`config.mk`:
```
export PLATFORM = sky130hd
export DESIGN_NAME = adcsc_top
export DESIGN_NICKNAME = d
export VERILOG_FILES = /design/src/hdl/adcsc_pkg.sv /design/src/hdl/adcsc_clkdiv.sv /design/src/hdl/adcsc_top.sv
export SDC_FILE = /design/constraint.sdc
export NUM_CORES = 1
export LEC_CHECK = 0
export ABC_CLOCK_PERIOD_IN_PS = 1500
export BUFFER_PORTS_ARGS = -buffer_cell sky130_fd_sc_hd__buf_2
export CORE_ASPECT_RATIO = 1.5
export CORE_MARGIN = 2
export CORE_UTILIZATION = 47
export DETAILED_ROUTE_END_ITERATION = 8
export GPL_TIMING_DRIVEN = 1
export PLACE_DENSITY = 0.78
export RECOVER_POWER = 25
export SYNTH_ARGS = -nofsm -noshare
export SYNTH_HDL_FRONTEND = slang
export SYNTH_SLANG_ARGS = --single-unit
```
`constraint.sdc`:
```
create_clock -name i_clk_sys -period 1.5 [get_ports i_clk_sys]
set_input_delay 0.3 -clock i_clk_sys [delete_from_list [all_inputs] [get_ports i_clk_sys]]
set_output_delay 0.3 -clock i_clk_sys [all_outputs]
set_load 0.005 [all_outputs]
```
`src/hdl/adcsc_pkg.sv`:
```
// adcsc_pkg: constants shared by the converter sequencing control.
// assumes a 25 MHz system clock; the converter clock is an enable pulse.
package adcsc_pkg;
   localparam int          DIV_RESET        = 8;     // system cycles per converter cycle
   localparam int          NORMAL_CYCLES    = 13;
   localparam int          FIRST_CYCLES     = 25;
   localparam int          NORMAL_SAMPLE    = 1;     // sample taken half a cycle later
   localparam int          FIRST_SAMPLE     = 13;
   localparam logic [9:0]  FULL_SCALE       = 10'h03FF;
   localparam logic [3:0]  CHAN_RESET       = 4'h0;
   localparam logic [1:0]  REF_RESET        = 2'h0;
   localparam logic [1:0]  REF_EXT_PIN      = 2'h0;
   localparam logic [1:0]  REF_SUPPLY       = 2'h1;
   localparam logic [1:0]  REF_RESERVED     = 2'h2;
   localparam logic [1:0]  REF_INTERNAL     = 2'h3;
   localparam logic [1:0]  SLEEP_NONE       = 2'h0;
   localparam logic [1:0]  SLEEP_IDLE       = 2'h1;
   localparam logic [1:0]  SLEEP_NOISE      = 2'h2;
   localparam logic [1:0]  SLEEP_OTHER      = 2'h3;
   typedef enum logic [1:0] {
      ADCSC_IDLE  = 2'b00,
      ADCSC_CONV  = 2'b01
   } adcsc_state_t;
endpackage : adcsc_pkg

```
`src/hdl/adcsc_clkdiv.sv`:
```
// adcsc_clkdiv: converter clock enable divider.
// assumes i_run low holds the divider in reset, as when the converter is off.
`timescale 1ns/1ns
module adcsc_clkdiv
   import adcsc_pkg::*;
#(
   parameter int DIV = DIV_RESET
) (
   input  wire logic i_clk_sys,
   input  wire logic i_sys_rst,
   input  wire logic i_run,
   output logic      o_tick
);
   initial begin
      if (DIV < 2 || DIV > 256) $error("adcsc_clkdiv: DIV out of range");
   end
   logic [7:0] cnt;
   logic [7:0] next_cnt;
   always_comb begin
      next_cnt = cnt + 8'h01;
      if (!i_run || cnt == 8'(DIV - 1)) next_cnt = 8'h00;
   end
   always_ff @(posedge i_clk_sys) begin
      if (i_sys_rst) cnt <= 8'h00;
      else cnt <= next_cnt;
   end
   assign o_tick = i_run && (cnt == 8'(DIV - 1));
endmodule : adcsc_clkdiv

```
`src/hdl/adcsc_top.sv`:
```
// adcsc_top: sequencing control for a successive-approximation converter.
// assumes software bits arrive as same-clock ports with one-cycle write strobes;
// the analog result and the sleep state come from logic on the same clock.
`timescale 1ns/1ns
// How it works
// - a normal conversion lasts 13 converter cycles, sample at 1.5.
// - the first conversion after enabling lasts 25 cycles, sample at 13.5.
// - selection sits in a temporary register; the working copy tracks it while idle.
// - the working selection freezes once a conversion starts.
// - tracking resumes in the last cycle before the done flag sets.
// - a start write begins the conversion on the next converter clock edge.
// - free running change after first completion shows in the result after next.
// - free running starts a new conversion at once, start bit staying set.
// - completion stores result and sets done; single mode clears start together.
// - inputs above the reference saturate at full scale.
// - reference field: 00 pin, 01 supply, 10 reserved, 11 internal.
// - noise canceler works only in noise-reduction and idle sleep.
// - halting in those sleep modes with the converter prepared starts a conversion.
// - the completion interrupt wakes the cpu when nothing else did.
// - an earlier wake still leaves the completion request raised at the end.
// - other sleep modes do not disable the converter.
module adcsc_top
   import adcsc_pkg::*;
#(
   parameter int DIV = DIV_RESET
) (
   input  wire logic       i_clk_sys,
   input  wire logic       i_sys_rst,
   input  wire logic       i_sel_wr,
   input  wire logic [3:0] i_channel_select_bits,
   input  wire logic [1:0] i_reference_select_bits,
   input  wire logic       i_converter_enable_bit,
   input  wire logic       i_free_running_bit,
   input  wire logic       i_start_wr,
   input  wire logic       i_done_clr,
   input  wire logic       i_irq_en,
   input  wire logic       i_cpu_halted,
   input  wire logic [1:0] i_sleep_mode,
   input  wire logic [9:0] i_analog_code,
   input  wire logic       i_over_ref,
   output logic [3:0]      o_channel_select_bits,
   output logic [1:0]      o_reference_select_bits,
   output logic [3:0]      o_work_channel,
   output logic [1:0]      o_work_reference,
   output logic            o_internal_ref_on,
   output logic            o_conversion_start_bit,
   output logic            o_conversion_done_flag,
   output logic            o_busy,
   output logic            o_sample,
   output logic [9:0]      o_result,
   output logic            o_irq
);
   initial begin
      if (DIV < 2 || DIV > 256) $error("adcsc_top: DIV out of range");
   end

   logic               tick;
   adcsc_state_t       state;
   adcsc_state_t       next_state;
   logic [4:0]         cyc;
   logic [4:0]         next_cyc;
   logic               first;
   logic               next_first;
   logic               start;
   logic               next_start;
   logic               done;
   logic               next_done;
   logic               sample;
   logic               next_sample;
   logic [3:0]         tmp_ch;
   logic [3:0]         next_tmp_ch;
   logic [1:0]         tmp_ref;
   logic [1:0]         next_tmp_ref;
   logic [3:0]         wch;
   logic [3:0]         next_wch;
   logic [1:0]         wref;
   logic [1:0]         next_wref;
   logic [9:0]         held;
   logic [9:0]         next_held;
   logic [9:0]         result;
   logic [9:0]         next_result;
   logic               sleep_armed;
   logic               next_sleep_armed;
   logic               last_cyc;
   logic               finish;
   logic               nc_mode;
   logic               nc_start;

   adcsc_clkdiv #(.DIV(DIV)) u_div (
      .i_clk_sys (i_clk_sys),
      .i_sys_rst (i_sys_rst),
      .i_run     (i_converter_enable_bit),
      .o_tick    (tick)
   );

   function automatic logic [4:0] conv_len(input logic f);
      conv_len = f ? 5'(FIRST_CYCLES) : 5'(NORMAL_CYCLES);
   endfunction : conv_len

   // sleep modes other than these leave the converter alone
   assign nc_mode  = (i_sleep_mode == SLEEP_NOISE) || (i_sleep_mode == SLEEP_IDLE);
   // one start per halt: armed again only once the cpu wakes
   assign nc_start = nc_mode && i_cpu_halted && sleep_armed && i_converter_enable_bit
                     && !i_free_running_bit && !start && state == ADCSC_IDLE;
   assign last_cyc = (state == ADCSC_CONV) && (cyc == conv_len(first) - 5'd1);
   assign finish   = last_cyc && tick;

   always_comb begin
      next_state       = state;
      next_cyc         = cyc;
      next_first       = first;
      next_start       = start;
      next_done        = done;
      next_sample      = 1'b0;
      next_tmp_ch      = tmp_ch;
      next_tmp_ref     = tmp_ref;
      next_wch         = wch;
      next_wref        = wref;
      next_held        = held;
      next_result      = result;
      next_sleep_armed = sleep_armed;
      if (i_sel_wr) begin
         next_tmp_ch  = i_channel_select_bits;
         next_tmp_ref = i_reference_select_bits;
      end
      // working copy follows while idle and in the last cycle; frozen otherwise
      if (state == ADCSC_IDLE || last_cyc) begin
         next_wch  = tmp_ch;
         next_wref = tmp_ref;
      end
      if (!i_cpu_halted) next_sleep_armed = 1'b1;
      if (i_start_wr && i_converter_enable_bit) next_start = 1'b1;
      if (nc_start) begin
         next_start       = 1'b1;
         next_sleep_armed = 1'b0;
      end
      if (i_done_clr) next_done = 1'b0;
      case (state)
         ADCSC_IDLE: begin
            if (start && tick) begin
               next_state = ADCSC_CONV;
               next_cyc   = 5'd0;
            end
         end
         ADCSC_CONV: begin
            if (tick) begin
               next_cyc = cyc + 5'd1;
               if (cyc == (first ? 5'(FIRST_SAMPLE) : 5'(NORMAL_SAMPLE))) begin
                  next_sample = 1'b1;
                  next_held   = i_over_ref ? FULL_SCALE : i_analog_code;
               end
               if (last_cyc) begin
                  next_result = held;
                  next_done   = 1'b1;
                  next_first  = 1'b0;
                  if (i_free_running_bit) begin
                     next_cyc = 5'd0;
                  end else begin
                     next_state = ADCSC_IDLE;
                     next_start = 1'b0;
                  end
               end
            end
         end
         default: next_state = ADCSC_IDLE;
      endcase
      // disabling ends any conversion; next enable gives the long first one
      if (!i_converter_enable_bit) begin
         next_state = ADCSC_IDLE;
         next_start = 1'b0;
         next_first = 1'b1;
      end
   end

   always_ff @(posedge i_clk_sys) begin
      if (i_sys_rst) begin
         state       <= ADCSC_IDLE;
         cyc         <= 5'd0;
         first       <= 1'b1;
         start       <= 1'b0;
         done        <= 1'b0;
         sample      <= 1'b0;
         tmp_ch      <= CHAN_RESET;
         tmp_ref     <= REF_RESET;
         wch         <= CHAN_RESET;
         wref        <= REF_RESET;
         held        <= 10'h0000;
         result      <= 10'h0000;
         sleep_armed <= 1'b1;
      end else begin
         state       <= next_state;
         cyc         <= next_cyc;
         first       <= next_first;
         start       <= next_start;
         done        <= next_done;
         sample      <= next_sample;
         tmp_ch      <= next_tmp_ch;
         tmp_ref     <= next_tmp_ref;
         wch         <= next_wch;
         wref        <= next_wref;
         held        <= next_held;
         result      <= next_result;
         sleep_armed <= next_sleep_armed;
      end
   end

   assign o_channel_select_bits   = tmp_ch;
   assign o_reference_select_bits = tmp_ref;
   assign o_work_channel          = wch;
   assign o_work_reference        = wref;
   // reserved code keeps the internal reference off
   assign o_internal_ref_on       = i_converter_enable_bit && (wref == REF_INTERNAL);
   assign o_conversion_start_bit  = start;
   assign o_conversion_done_flag  = done;
   assign o_busy                  = (state == ADCSC_CONV);
   assign o_sample                = sample;
   assign o_result                = result;
   assign o_irq                   = done && i_irq_en;
endmodule : adcsc_top

```
* Word level (Yosys, flattened, before mapping) *
Index checks and enable logic that the tools add are counted.

operators by class
  muxes and demuxes = 26
  reductions and logical operators = 27
  bitwise logic cells = 3
  equality and inequality tests = 12
  add/subtract/negate cells = 3

operators by type and width
  operator             number
  $mux 5               5
  $mux 1               13
  $logic_and 1x1->1    12
  $mux 10              1
  $pmux 5 s2           1
  $reduce_and 3->1     3
  $add 8x1->8 const B  1
  $eq 8x3->1 const B   1
  $mux 2               4
  $ne 2x1->1 const B   4
  $add 5x1->5 const B  1
  $eq 5x4->1           1
  $eq 5x5->1           1
  $sub 5x1->5 const B  1
  $eq 2x1->1 const B   2
  $eq 2x2->1 const B   2
  $mux 4               1
  $pmux 2 s2           1
  $reduce_and 4->1     1
  $reduce_or 2->1      2
  $logic_not 1->1      3
  $logic_or 1x1->1     3
  $not 1->1            3
  $reduce_or 3->1      1
  other kinds (3)      3

word-level totals
  flip-flop bits (word level) = 52
  bits of input ports = 28
  word-level logic and storage cells = 85

* Logic depth before layout (Yosys ltp) *
Gate-level depths: netlist (run 1).

  word-level depth = 13
  depth in mapped cells = 7
  depth with buffers taken out = 6

* Cells and area by module *
Synthesis (run 1) repeated with hierarchy kept, for this count alone.

unflattened totals
  cells, all modules = 237
  area, all modules = 2224.6 sq um

by module, submodules not included
  module        times used  area each (sq um)  cells an instance  sequential area each (sq um)
  adcsc_top     1           1864.3             197                860.8
  adcsc_clkdiv  1           360.3              40                 160.2

* Least setup slack after synthesis (run 1) *
OpenSTA, ideal clock, no wires.

  kind = reg-to-reg
  from = register u_div.cnt[0]
  to = register held[0]
  arrival time = 1473 ps
  setup slack = -116 ps
  data required time = 1357 ps
  buffers on the path = 2
  clock period less this slack = 1616 ps
  library setup time = 143 ps
  stages on the path, launching flop included = 8
  path through = dfxtp_1 > ha_1 > and4bb_4 > and2_1 > buf_2 > and3_4 > buf_6 > a211oi_2

between the ends
  cells in the longest elaborated chain, start to end = 3

ends and longest elaborated chain
  what                               RTL line            RTL
  from (decl)                        adcsc_clkdiv.sv:17  logic [7:0] cnt;
  from (signal assigned)             adcsc_clkdiv.sv:25  else cnt <= next_cnt;
  $eq 8x3->1                         adcsc_clkdiv.sv:27  assign o_tick = i_run && (cnt == 8'(DIV - 1));
  $logic_and 1x1->1                  adcsc_clkdiv.sv:27
  $reduce_and 3->1 (no source line)  n/a
  to (signal assigned)               adcsc_top.sv:201    held <= next_held;
  to (decl)                          adcsc_top.sv:78     logic [9:0] held;

Every way passes these cells.
A chain may end at the register's enable or synchronous reset.

* Worst setup path after layout (run 1) *
  from = register u_div.cnt[1]
  to = register result[9] (netlist: o_result[9])

between the ends
  cells in the longest elaborated chain, start to end = 3

ends and longest elaborated chain
  what                               RTL line            RTL
  $eq 8x3->1                         adcsc_clkdiv.sv:27
  $logic_and 1x1->1                  adcsc_clkdiv.sv:27
  $reduce_and 3->1 (no source line)  n/a
  to (signal assigned)               adcsc_top.sv:202    result <= next_result;
  to (decl)                          adcsc_top.sv:80     logic [9:0] result;

Every way passes these cells.

==> run summary, run 1 <==
status: finished, violations left
failing checks: negative setup slack
GR Util All Layers: 19.80%
max-cap viol count: 0
Worst Setup SP: u_div.cnt[1]$_SDFF_PP0_
DRT Wirelength: 5799 µm
Avg WL per Cell: 15.26 µm
First-pass DRT Iterations: 4
CP Data Arrival Time: 1.81 ns
f_max: 0.6426 GHz
antenna violations before repair: 0
global route overflow: 0
syn_nets: 279
YS warnings: 0
Worst Max-Slew Pin Slew: 0.6364 ns
Post-synth EDFFs: 0
CP bufs+invs: 1
CP required: 1.75 ns
clk_skew: 0.01106 ns
fraction of registers with async set/reset: 0%
synth top area cells: dfxtp_1 (45%), a21oi_1 (6.6%), a211oi_2 (5.5%)
register area share after synthesis: 45.16%
clock tree sinks: 51
setup_tns: -0.2203 ns
DRT iter0 DRCs: 114
reg2reg path depth: 6
mapped cell area: 0.002261 mm²
Critical Path Fanout Max: 10
Yosys reg bits: 51
fin worst setup slack: -0.05614 ns
clock-pin slew on the worst setup and hold paths: 0.10 ns
Core ar.: 0.004579 mm²
# DRC: 0
Cells after Synth: 247
Post-DRT Antenna Nets: 0
gpl congestion: 0.7745
layout net count: 347
RSZ-0062 raised after global routing: yes
Most used DFF post-synth: dfxtp_1
Hold WC Path Type: input port to register
port buffer count: 55
Worst R2R Start: u_div.cnt[1]$_SDFF_PP0_
htree depth: 2
Die H: 88.95 µm
Final Hold Vio Count: 0
VDD IR-drop max: 0.0005773 V
TritonCTS clock tree: built
total CTS buffers: 5
Syn-to-layout area delta: 30.27%
worst relative slew slack: 57.57%
Die Wd: 60.63 µm
critical path class: register to register
Synth cell types: 43
Post-Syn Area per Cell: 9.154 µm²
crit path to: o_result[9]$_SDFFE_PP0P_
Synth top area share: 45.16%
startpoint types: register
Top Ports: 56
Bufs on Longest Clock Path: 2
CP Cell Sequence: ha_4 > and4bb_4 > and4_4 > buf_16 > nand3_1 > a21oi_2
Max Slew Vio Count: 0
hold_ws: 0.2117 ns
Clock Tree Root: clkbuf_8
post-layout min period: 1.556 ns
r2r setup slk: -0.06 ns
pwr dens: 807.8 mW/mm²
first-pass GRT wire length: 8135 µm
multi-input logic area: 0.001219 mm²
largest net degree at the start of global routing: 18
Initial Utilization: 49.37%
vias in the first global route: 1,828
Critical Path Slowest Stage Cell: dfxtp_2
CP max stage delay: 0.36 ns
RR Endpoint: o_result[9]$_SDFFE_PP0P_
DIE AREA: 0.005393 mm²
layout cell share with drive strength beyond 1: 38.29%
total inserted antenna cells: 0
delay-heaviest family, CP: simple AND/OR/NAND/NOR gates
Lkg Pwr: 1.157 nW
Detail Placement HPWL: 3750 µm
vias after detailed routing: 2,090
Finish-stage setup viols: 8
FF/Latch Area: 0.001026 mm²
number of vias per cell: 5.500
layout filler cell count: 378
Levels on crit path: 6
Worst-Skew Late Latency: 0.31 ns
Yosys top cell by area: dfxtp_1
Critical Path Sink Type: register
# rows: 30
Final period util: 103.7%
-- routing by layer --
metal  up-vias  wire [µm]  global-route usage (%)
li1       1026          -                       -
met1       983       2268                   22.69
met2        69       3137                   35.19
met3        12        283                   4.197
met4         0        109                   7.510
met5         -          0                       0
-- cell usage in the layout, fill, tap and decap left out, types with 7 or more instances in the layout --
cell,count
buf_4,14
dfxtp_1,47
o21ai_1,7
buf_2,53
o21ai_0,9
nand2_1,8
a21oi_1,21
nand3_1,23
nor2_1,26
a21oi_2,9
a211oi_2,10
-- flip-flops by register name, summed over array words and instances (netlist names) --
signal                   count
cyc                          5
first                        1
held                        10
o_channel_select_bits        4
o_conversion_done_flag       1
o_conversion_start_bit       1
o_reference_select_bits      2
o_result                    10
o_sample                     1
o_work_channel               4
o_work_reference             2
sleep_armed                  1
state                        1
u_div.cnt                    8
-- report_power, final --
group	internal [mW]	total (mW)	switching (mW)
sequential	1.37	1.39	0.0153
combinational	0.0703	0.149	0.0785
clock	0.377	0.842	0.465
-- Yosys cell counts (4+ instances only) --
library cell  instances
nand4_1               6
o21ai_1               4
dfxtp_1              51
a21oi_1              30
and3_1                5
nor2_1               26
buf_2                 5
nand2_1               8
o21ai_0              12
xor2_1                5
a211oi_2             10
ha_1                  4
nand4b_1              4
clkbuf_1              8
nand3_1              23
mux2i_1               6
-- timing repair --
item	in CTS	in global routing
endpoints found under the setup margin	11	30
cloned	1	2
setup buffers	1	1
pin swaps	2	12
hold buffers	0	0
gates resized for setup	3	24
-- how the worst min path moves through the flow --
stage	from	end	slack, ns	cells after the start
5_1_grt	i_channel_select_bits[0]	o_channel_select_bits[0]$_SDFFE_PP0P_	0.22	3
3_5_place_dp	held[2]$_SDFFE_PP0P_	o_result[2]$_SDFFE_PP0P_	0.46	2
6_report	i_start_wr	o_conversion_start_bit$_SDFF_PP0_	0.21	3
4_1_cts	i_reference_select_bits[0]	o_reference_select_bits[0]$_SDFFE_PP0P_	0.22	3
3_3_place_gp	o_result[2]$_SDFFE_PP0P_	o_result[2]$_SDFFE_PP0P_	0.45	2
2_1_floorplan	i_start_wr	o_conversion_start_bit$_SDFF_PP0_	0.42	2
-- worst register-to-register path, cell delays in order (launching register included) --
cell and delay, ns:
dfxtp_2 0.36, ha_4 0.13, and4bb_4 0.24, and4_4 0.31, buf_16 0.15, nand3_1 0.14
a21oi_2 0.18
-- area by class of cell --
cell class	instances	share of cell area, %
sequential	51	34.83
clock buffer	6	2.804
timing repair buffer	78	17.33
multi-input combinational	176	41.38
clock inverter	2	0.5523
tap	64	2.719
inverter	3	0.3823
-- per-stage QoR --
step	power [mW]	worst slack, ns	std cells	util, %	cell area, µm²
floorplan	1.491	0.007239	247	-	2286
global placement	1.566	0.04086	367	58.66	2686
detailed placement	1.569	-0.03389	367	58.66	2686
CTS	2.384	-0.001271	377	61.75	2828
global route	2.463	-0.1091	380	64.32	2945
finish	2.379	-0.05614	380	64.32	2945
-- cells by family (layout without fill, tap and decap cells) --
group | after synthesis | after routing | share of synthesized area [%]
xor+xnor | 7 | 7 | 2.712
simple gates | 91 | 92 | 22.08
mux | 6 | 6 | 2.656
buf+inv | 21 | 89 | 4.925
fa+ha+maj | 4 | 4 | 2.214
flops | 51 | 51 | 45.16
compound gates | 67 | 67 | 20.26
Note: power is estimated with default switching activity, not from simulation.
==> inputs of run 2 (changes only) <==
CORE_UTILIZATION = 49   (was 47)
CTS_BUF_LIST = sky130_fd_sc_hd__clkbuf_4   (was default)
PLACE_DENSITY = 0.8   (was 0.78)
==> run 2 against run 1 <==
The flow still finishes with violations (negative setup slack). Via count fell by 1.6%. Global-route usage up 0.82 points. Clock skew rose by 0.0075 ns. Sequential power about the same. Clock-buffer cell count shrank 1. Combinational power is essentially flat. Register-to-register slack better by 0.03 ns. Clock power is 6.1% lower. Highest routed layer unchanged.
==> run summary, run 2 (same netlist as run 1, synthesis figures left out) <==
Critical Path Fanout Max: 10
DIE AREA: 0.005185 mm²
Critical Path Slowest Stage Cell: dfxtp_2
clock tree sinks: 51
total CTS buffers: 5
DRT Wirelength: 5364 µm
Bufs on Longest Clock Path: 2
vias in the first global route: 1,864
Top Ports: 56
CP max stage delay: 0.39 ns
CP required: 1.78 ns
Final period util: 101.7%
Post-DRT Antenna Nets: 0
Logic pwr share: 6.4%
failing checks: negative setup slack
CP Cell Sequence: ha_4 > and4bb_4 > and4_4 > clkbuf_16 > a21oi_1 > a211oi_2
clock-pin slew on the worst setup and hold paths: 0.15 ns
status: finished, violations left
port buffer count: 55
Die H: 87.20 µm
Setup WS pre-CTS: -0.02232 ns
delay-heaviest family, CP: simple AND/OR/NAND/NOR gates
startpoint types: register
commonest non-fill, non-tap cell in the layout: buf_2
fin cells: 363
Clock Tree Root: clkbuf_4
CP Data Arrival Time: 1.81 ns
Max Slew Vio Count: 0
DRT iter0 DRCs: 83
Core ar.: 0.004467 mm²
global route overflow: 0
total inserted antenna cells: 0
fin worst setup slack: -0.02623 ns
worst relative slew slack: 64.76%
Worst Max-Slew Pin Slew: 0.5263 ns
post-layout min period: 1.526 ns
Die Wd: 59.46 µm
# DRC: 0
layout net count: 346
multi-input logic area: 0.001166 mm²
number of vias per cell: 5.667
antenna violations before repair: 0
Detail Placement HPWL: 3831 µm
Worst-Skew Late Latency: 0.37 ns
sw frac: 22.75%
VDD IR-drop max: 0.0006058 V
FF/Latch Area: 0.001028 mm²
Seq pwr share: 59.7%
htree depth: 2
pwr dens: 813.4 mW/mm²
layout filler cell count: 378
commonest cells after routing, fill and taps aside: buf_2 (55), dfxtp_1 (45), a21oi_1 (28)
largest net degree at the start of global routing: 21
Syn-to-layout area delta: 26.73%
Avg WL per Cell: 14.78 µm
Finished Core Util: 64.15%
gpl congestion: 0.7940
clk_skew: 0.01856 ns
Int Power: 1.800 mW
# rows: 30
Critical Path Sink Type: register
First-pass DRT Iterations: 4
Finish-stage setup viols: 8
Net Sw Power: 530.1 µW
hold_ws: 0.1567 ns
Lkg Pwr: 1.155 nW
GR Util All Layers: 20.62%
Initial Utilization: 50.62%
Final Hold Vio Count: 0
CP bufs+invs: 1
max-cap viol count: 0
Clock power frac: 33.9%
critical path class: register to register
dpl cells: 352
first-pass GRT wire length: 8349 µm
RSZ-0062 raised after global routing: yes
vias after detailed routing: 2,057
TritonCTS clock tree: built
Hold WC Path Type: input port to register
f_max: 0.6552 GHz
layout cell share with drive strength beyond 1: 36.83%
-- run 2: worst reg2reg max path, cell delays in order (launching register included) --
cell       delay, ns
dfxtp_2         0.39
ha_4            0.14
and4bb_4        0.26
and4_4          0.28
clkbuf_16       0.17
a21oi_1         0.08
a211oi_2        0.14
-- run 2: metal layers --
layer	up-vias	wire (µm)	global-route usage, %
met2	59	2815	35.76
met1	970	2270	25.66
met5	-	0	0
met3	7	200	3.269
met4	0	76	6.198
li1	1021	-	-
-- run 2: through the flow --
step	area, µm²	setup TNS (ns)	total power [mW]
2_1_floorplan	2286	0	1.491
3_5_place_dp	2699	-0.1417	1.568
6_report	2865	-0.09801	2.331
4_1_cts	2786	-0.03529	2.357
3_3_place_gp	2699	0	1.564
5_1_grt	2865	-0.8221	2.411
-- run 2: layout make-up --
| type | count | area share (%) |
|---|---|---|
| Multi-Input combinational cell | 175 | 40.70 |
| Sequential cell | 51 | 35.90 |
| Timing Repair Buffer | 78 | 18.12 |
| Tap cell | 48 | 2.096 |
| Clock inverter | 3 | 1.485 |
| Clock buffer | 5 | 1.310 |
| Inverter | 3 | 0.3930 |
-- run 2: repair_timing --
item / 4_1_cts / 5_1_grt
hold buffers: 0 / 0
endpoints found under the setup margin: 14 / 29
pin swaps: 4 / 12
resized for setup: 2 / 14
cloned: 0 / 1
setup buffers: 0 / 2
-- run 2: final timing paths --
| path | startpoint | to | slack (ns) | cells after the start |
|---|---|---|---|---|
| setup / recovery | u_div.cnt[1]$_SDFF_PP0_ | held[3]$_SDFFE_PP0P_ | -0.03 | 6 |
| hold / removal | i_reference_select_bits[0] | o_reference_select_bits[0]$_SDFFE_PP0P_ | 0.16 | 3 |
| setup reg to reg | u_div.cnt[1]$_SDFF_PP0_ | held[3]$_SDFFE_PP0P_ | -0.03 | 6 |
| hold reg to reg | held[0]$_SDFFE_PP0P_ | o_result[0]$_SDFFE_PP0P_ | 0.47 | 2 |
-- run 2: power by group through the flow --
stage / Clock (mW) / Sequential (mW) / Combinational, mW
after CTS: 0.816 / 1.39 / 0.150
after floorplan: 0 / 1.42 / 0.0695
after detailed placement: 0 / 1.42 / 0.148
after global routing: 0.852 / 1.39 / 0.165
after global placement: 0 / 1.42 / 0.145
final: 0.791 / 1.39 / 0.149
